## config.mk

```make
export PLATFORM = sky130hd
export DESIGN_NAME = dgp_port_logic
export DESIGN_NICKNAME = d
export VERILOG_FILES = /design/src/hdl/dgp_pkg.sv /design/src/hdl/dgp_port_logic.sv
export SDC_FILE = /design/constraint.sdc
export NUM_CORES = 1
export LEC_CHECK = 0
export ABC_CLOCK_PERIOD_IN_PS = 1840
export BUFFER_PORTS_ARGS = -buffer_cell sky130_fd_sc_hd__buf_2
export CAP_MARGIN = 40
export CORE_MARGIN = 2
export CORE_UTILIZATION = 30
export CTS_BUF_LIST = sky130_fd_sc_hd__clkbuf_8 sky130_fd_sc_hd__clkbuf_16
export DETAILED_ROUTE_END_ITERATION = 16
export RECOVER_POWER = 50
export SETUP_SLACK_MARGIN = 0.5
export SYNTH_ARGS = -nofsm -noshare
export SYNTH_HDL_FRONTEND = slang
export SYNTH_SLANG_ARGS = --single-unit
export TNS_END_PERCENT = 1
```

## constraint.sdc

```tcl
create_clock -name clk_sys -period 1.84 [get_ports clk_sys]
set_clock_uncertainty 0.2 [all_clocks]
set_input_delay 0.092 -clock clk_sys [delete_from_list [all_inputs] [get_ports clk_sys]]
set_output_delay 0.092 -clock clk_sys [all_outputs]
set_load 0.02 [all_outputs]
```

## src/hdl/dgp_pkg.sv

```systemverilog
// Package for the dual GPIO port block: register offsets, field layout,
// reset values and the bus carrier struct.
// Assumes an 8-bit CPU register bus with a one-cycle read latency.
package dgp_pkg;

  // Register offsets on the plain register port
  localparam logic [2:0] DGP_OFF_F_LATCH  = 3'h0;
  localparam logic [2:0] DGP_OFF_F_DIR    = 3'h1;
  localparam logic [2:0] DGP_OFF_G_LATCH  = 3'h2;
  localparam logic [2:0] DGP_OFF_G_DIR    = 3'h3;
  localparam logic [2:0] DGP_OFF_G_PULLUP = 3'h4;
  localparam logic [2:0] DGP_OFF_STANDBY  = 3'h5;

  // Implemented bits of each port register
  localparam logic [7:0] DGP_F_MASK = 8'h07;
  localparam logic [7:0] DGP_G_MASK = 8'h06;

  // Field positions
  localparam int DGP_F_LSB   = 0;
  localparam int DGP_G_LSB   = 1;
  localparam int DGP_SPL_BIT = 0;

  // Values after reset
  localparam logic [7:0] DGP_DIR_RST   = 8'h00;
  localparam logic [7:0] DGP_LATCH_RST = 8'h00;
  localparam logic [7:0] DGP_PULL_RST  = 8'h00;
  localparam logic       DGP_SPL_RST   = 1'b0;

  // Register bus request carrier
  typedef struct packed {
    logic [2:0] addr;
    logic [7:0] wdata;
    logic       wr;
    logic       rd;
    logic       rmw;
  } dgp_req_s;

endpackage : dgp_pkg

```

## src/hdl/dgp_port_logic.sv

```systemverilog
// Two small GPIO ports: a three-pin first port and a two-pin second port
// with pull-ups, behind an 8-bit register port.
// Assumes pin inputs are synchronous to clk_sys; the pad resolves the wire
// from pin_out / pin_oe / pullup_on.
`timescale 1ns/1ps

module dgp_port_logic #(
  parameter logic [2:0] F_OPEN_DRAIN = 3'h0, // Per-pin open-drain option
  parameter bit         F2_IS_RESET  = 1'b0  // Third pin is reset input
) (
  input  wire logic            clk_sys,
  input  wire logic            reset_n,
  input  wire dgp_pkg::dgp_req_s req,
  output logic [7:0]           rdata,
  input  wire logic            standby_enter,
  input  wire logic [2:0]      f_pin_in,
  output logic [2:0]           f_pin_out,
  output logic [2:0]           f_pin_oe,
  output logic [2:0]           f_pin_in_gated,
  input  wire logic [1:0]      g_pin_in,
  output logic [1:0]           g_pin_out,
  output logic [1:0]           g_pin_oe,
  output logic [1:0]           g_pullup_on,
  output logic [1:0]           g_pin_in_gated
);
  import dgp_pkg::*;

  logic [2:0] f_latch_q;
  logic [2:0] f_dir_q;
  logic [1:0] g_latch_q;
  logic [1:0] g_dir_q;
  logic [1:0] g_pull_q;
  logic       spl_q;
  logic       hiz_q;
  logic [2:0] f_gp;
  logic [2:0] f_out_d;
  logic [2:0] f_oe_d;
  logic [1:0] g_out_d;
  logic [1:0] g_oe_d;
  logic [7:0] rdata_d;
  logic [7:0] f_read;
  logic [7:0] g_read;

  // A reset-pin part removes the third pin from port use
  assign f_gp = F2_IS_RESET ? 3'h3 : 3'h7;

  // Latches keep only implemented bits; writes land whatever the direction
  always_ff @(posedge clk_sys) begin
    if (!reset_n) begin
      f_latch_q <= DGP_LATCH_RST[2:0];
      g_latch_q <= DGP_LATCH_RST[1:0];
    end else if (req.wr) begin
      if (req.addr == DGP_OFF_F_LATCH)
        f_latch_q <= req.wdata[DGP_F_LSB +: 3];
      if (req.addr == DGP_OFF_G_LATCH)
        g_latch_q <= req.wdata[DGP_G_LSB +: 2];
    end
  end

  // Direction registers clear on reset so no pin drives early
  always_ff @(posedge clk_sys) begin
    if (!reset_n) begin
      f_dir_q <= DGP_DIR_RST[2:0];
      g_dir_q <= DGP_DIR_RST[1:0];
    end else if (req.wr) begin
      if (req.addr == DGP_OFF_F_DIR)
        f_dir_q <= req.wdata[DGP_F_LSB +: 3] & f_gp;
      if (req.addr == DGP_OFF_G_DIR)
        g_dir_q <= req.wdata[DGP_G_LSB +: 2];
    end
  end

  // Pull-up and standby pin-state controls
  always_ff @(posedge clk_sys) begin
    if (!reset_n) begin
      g_pull_q <= DGP_PULL_RST[1:0];
      spl_q    <= DGP_SPL_RST;
    end else if (req.wr) begin
      if (req.addr == DGP_OFF_G_PULLUP)
        g_pull_q <= req.wdata[DGP_G_LSB +: 2];
      if (req.addr == DGP_OFF_STANDBY)
        spl_q <= req.wdata[DGP_SPL_BIT];
    end
  end

  // Float state follows standby level; bit clear keeps pins as they are
  always_ff @(posedge clk_sys) begin
    if (!reset_n)
      hiz_q <= 1'b0;
    else
      hiz_q <= standby_enter & spl_q;
  end

  // Pin drive: latch on outputs, open-drain high releases the pin
  always_comb begin
    f_out_d = f_latch_q & f_dir_q;
    f_oe_d  = f_dir_q & ~(F_OPEN_DRAIN & f_latch_q);
    g_out_d = g_latch_q & g_dir_q;
    g_oe_d  = g_dir_q;
    if (standby_enter & spl_q) begin
      f_oe_d = 3'h0;
      g_oe_d = 2'h0;
    end
  end

  // Registered pin outputs, one cycle after the controlling register
  always_ff @(posedge clk_sys) begin
    if (!reset_n) begin
      f_pin_out   <= 3'h0;
      f_pin_oe    <= 3'h0;
      g_pin_out   <= 2'h0;
      g_pin_oe    <= 2'h0;
      g_pullup_on <= 2'h0;
    end else begin
      f_pin_out   <= f_out_d;
      f_pin_oe    <= f_oe_d;
      g_pin_out   <= g_out_d;
      g_pin_oe    <= g_oe_d;
      // Never fight a driven low; off in forced float too
      g_pullup_on <= g_pull_q & ~(g_oe_d & ~g_out_d)
                     & {2{~(standby_enter & spl_q)}};
    end
  end

  // Input path forced low while floating, to stop leakage
  always_ff @(posedge clk_sys) begin
    if (!reset_n) begin
      f_pin_in_gated <= 3'h0;
      g_pin_in_gated <= 2'h0;
    end else begin
      f_pin_in_gated <= (standby_enter & spl_q) ? 3'h0 : f_pin_in & f_gp;
      g_pin_in_gated <= (standby_enter & spl_q) ? 2'h0 : g_pin_in;
    end
  end

  // Read mux: pin level for inputs, latch for outputs or RMW reads
  always_comb begin
    f_read = 8'h00;
    g_read = 8'h00;
    f_read[DGP_F_LSB +: 3] = ((f_dir_q | {3{req.rmw}}) & f_latch_q)
                           | (~(f_dir_q | {3{req.rmw}}) & f_pin_in
                              & {3{~hiz_q}}) ;
    f_read = f_read & {5'h00, f_gp};
    g_read[DGP_G_LSB +: 2] = ((g_dir_q | {2{req.rmw}}) & g_latch_q)
                           | (~(g_dir_q | {2{req.rmw}}) & g_pin_in
                              & {2{~hiz_q}});
    case (req.addr)
      DGP_OFF_F_LATCH:  rdata_d = f_read;
      DGP_OFF_F_DIR:    rdata_d = {5'h00, f_dir_q};
      DGP_OFF_G_LATCH:  rdata_d = g_read;
      DGP_OFF_G_DIR:    rdata_d = {5'h00, g_dir_q, 1'b0};
      DGP_OFF_G_PULLUP: rdata_d = {5'h00, g_pull_q, 1'b0};
      DGP_OFF_STANDBY:  rdata_d = {7'h00, spl_q};
      default:          rdata_d = 8'h00;
    endcase
  end

  // Read data stands one cycle after the strobe and reads zero otherwise
  always_ff @(posedge clk_sys) begin
    if (!reset_n)
      rdata <= 8'h00;
    else
      rdata <= req.rd ? rdata_d : 8'h00;
  end
endmodule : dgp_port_logic

```

==> results_dict.tcl <==
set metrics [dict create \
    synthCells 130 \
    grt_pass1_wl_microns 4650 \
    drt_iter0_markers 37 \
    crit_slowest_cell "or4b_4" \
    yosysMostFrequentCell "dfxtp_1" \
    seq_area_frac_synth_pct 47.7 \
    p_leak_nw 0.726 \
    setup_slack_ns 0.225 \
    netlist.area_leader.share_pct 47.7 \
    power_density_mw_per_mm2 771 \
    htreeDepth 2 \
    swShare_pct 23.8 \
    vias 1054 \
    numCtsBuffers 5 \
    p_int_mw 1.07 \
    cts.clk_slew.worst_paths_ns 0.07 \
    drive_above_1_share_pct 21.1 \
    ioPinCount 47 \
    ir_drop_uv 219 \
    antenna_cells 0 \
    cts_setup_buffers 0 \
    finalSetupViolCount 0 \
    cp_cell_sequence "or4b_4, a2111oi_4, a221o_1" \
    synth_area_leaders "dfxtp_1 48%, mux2i_1 11%, nor2b_1 5.7%, and2_1 4.4%, and3_1 3.5%" \
    status "finished, final reports clean" \
    maxCapViolCount 0 \
    fin_nets 197 \
    synth_enable_flop_cells 0 \
    synthDistinctLibCells 30 \
    initial_core_util_pct 30.6 \
    ant_nets 0 \
    finalMaxSlewViolations 0 \
    ys.warnings.count 0 \
    wl_met3_microns 163 \
    track_usage_pct 11.7 \
    rows 25 \
    cp_num_buf_inv 0 \
    rsz0062_at_grt "true" \
    clock_path_buffers 2 \
    clock_latency_ns 0.28 \
    fp.dieH_microns 73.0 \
    ys_async_sr_fraction_pct 0 \
    dieWidth_microns 73.0 \
    syn2layout_area_growth_pct 26.9 \
    cts_tree "built" \
    p_seq_share_pct 54.4 \
    post-place-ws_ns 0.251 \
    tns_ns 0 \
    routed_wl_microns 2880 \
    min_period_ns 1.61 \
    critPathMaxStageDelay_ns 0.55 \
    clockPowerShare_pct 35.0 \
    fin_cells 229 \
    drt-pass1-iter-count 4 \
    globalplace.congestion 0.745 \
    cts.sinks 34 \
    cp_top_family "simple AND/OR/NAND/NOR gates" \
    cp-end-kind "flop" \
    combPwrFrac_pct 10.6 \
    grt_max_degree 22 \
    fmax_mhz 619 \
    grt_pass1_vias 944 \
    yosysTopAreaCell "dfxtp_1" \
    vias_per_cell 4.60 \
    antenna_found_initial 0 \
    met1_length_microns 1450 \
    core_sq_mm 0.00466 \
    critPathKind "flop to flop" \
    synth_common_cells "34 x dfxtp_1, 16 x mux2i_1, 13 x nor2b_1" \
    hold_class "input pin to flop" \
    cp.arrival_ns 1.64 \
    synth-seq-cells 34 \
    cp-start-kind "flop" \
    whs_ns 0.0130 \
    route.detailed.drc 0 \
    overflow 0 \
    slew_headroom_pct 49.7 \
    root_buffer "clkbuf_8" \
    finalHoldViolations 0 \
    place_inst 213 \
    routed-wl-met2_microns 1210 \
    numPortBuffers 36 \
    period_share_pct 87.8 \
    dpl.hpwl_microns 2030 \
    dieArea_sq_mm 0.00533 \
    p_sw_mw 0.332 \
    crit_fanout 7 \
    postSynthAreaPerCell_sq_um 11.0 \
    ys.flop_type "dfxtp_1" \
    critPathRequiredTime_ns 1.86 \
    top_layer "met4" \
    wire_per_inst_microns 12.6 \
    netlist_area_sq_mm 0.00143 \
    tightestPinTransition_ns 0.754 \
]
## sequential cells by signal, summed over array words and instances, names as in the netlist
name            flops
rdata               3
f_latch_q           3
g_latch_q           2
f_pin_in_gated      3
g_pull_q            2
g_pullup_on         2
g_dir_q             2
f_dir_q             3
g_pin_out           2
g_pin_in_gated      2
hiz_q               1
f_pin_oe            3
spl_q               1
f_pin_out           3
g_pin_oe            2
## area by class of cell
type	instances	area, sq um
clock inverters	2	7.51
fillers	494	2850
flip-flops and latches	34	682
inverters	2	7.51
repair buffers	46	258
clock buffers	5	68.8
multi-input cells	86	721
well taps	54	67.6
## what timing repair did
action,4_1_cts,5_1_grt
hold buffers,8,1
endpoints found under the hold margin,19,1
setup endpoints to repair,3,3
resized for setup,0,7
## power by group through the flow
stage                     combinational (mW)  sequential (mW)  clock (mW)
final                                  0.148            0.760       0.489
after global routing                   0.163            0.762       0.533
after CTS                              0.141            0.760       0.509
after detailed placement               0.127            0.776           0
after global placement                 0.128            0.776           0
after floorplan                       0.0871            0.785           0
## layout by cell type, fill, tap and decap left out, drive strengths merged
cell / Yosys / final
and3: 8 / 8
o2bb2ai: 2 / 2
nor4: 1 / 1
a221o: 2 / 2
or4b: 3 / 3
nand2b: 2 / 2
and2: 10 / 10
nor2b: 13 / 13
buf: 7 / 21
o21ai: 5 / 5
and4bb: 3 / 3
inv: 2 / 4
mux2i: 16 / 16
nor4b: 1 / 1
o21a: 1 / 1
nand4b: 2 / 2
a21oi: 1 / 1
nand2: 1 / 1
clkbuf: 5 / 21
nor3b: 2 / 2
conb: 1 / 5
a21boi: 1 / 1
a2111oi: 3 / 3
or2b: 2 / 2
dfxtp: 34 / 34
o41ai: 2 / 2
dlygate4sd3: 0 / 9
## layer usage
layer	vias up	global-route usage, %
met1	475	15.7
met3	6	4.01
li1	539	-
met2	34	16.7
met4	0	5.56
met5	-	0
## logic make-up after synthesis
group	count (synthesis)	share of synthesized area, %
flops	34	47.7
simple gates	48	24.4
mux	16	11.2
buf+inv	14	7.19
compound gates	17	9.29
other cells	1	0.263
## stage by stage
stage / area, sq um / util, % / power (mW)
floorplan: 1460 / - / 0.872
CTS: 1770 / 38.1 / 1.41
finish: 1810 / 38.9 / 1.40
global placement: 1620 / 34.7 / 0.904
global route: 1810 / 38.9 / 1.46
detailed placement: 1620 / 34.7 / 0.904
## path summary, 6_finish.rpt
path / startpoint / end / slack, ns / cells past startpoint
worst min register to register: spl_q$_SDFFE_PN0P_ / hiz_q$_SDFF_PN0_ / 0.31 / 1
worst min-delay path: reset_n / f_dir_q[0]$_SDFFE_PN0P_ / 0.01 / 2
worst max register to register: g_dir_q[1]$_SDFFE_PN0P_ / rdata[2]$_SDFF_PN0_ / 0.23 / 3
worst max-delay path: g_dir_q[1]$_SDFFE_PN0P_ / rdata[2]$_SDFF_PN0_ / 0.23 / 3
## worst register-to-register path: stages, from the launching register on
cell       delay [ns]
dfxtp_1          0.37
or4b_4           0.55
a2111oi_4        0.29
a221o_1          0.15
(Power assumes the default switching activity.)
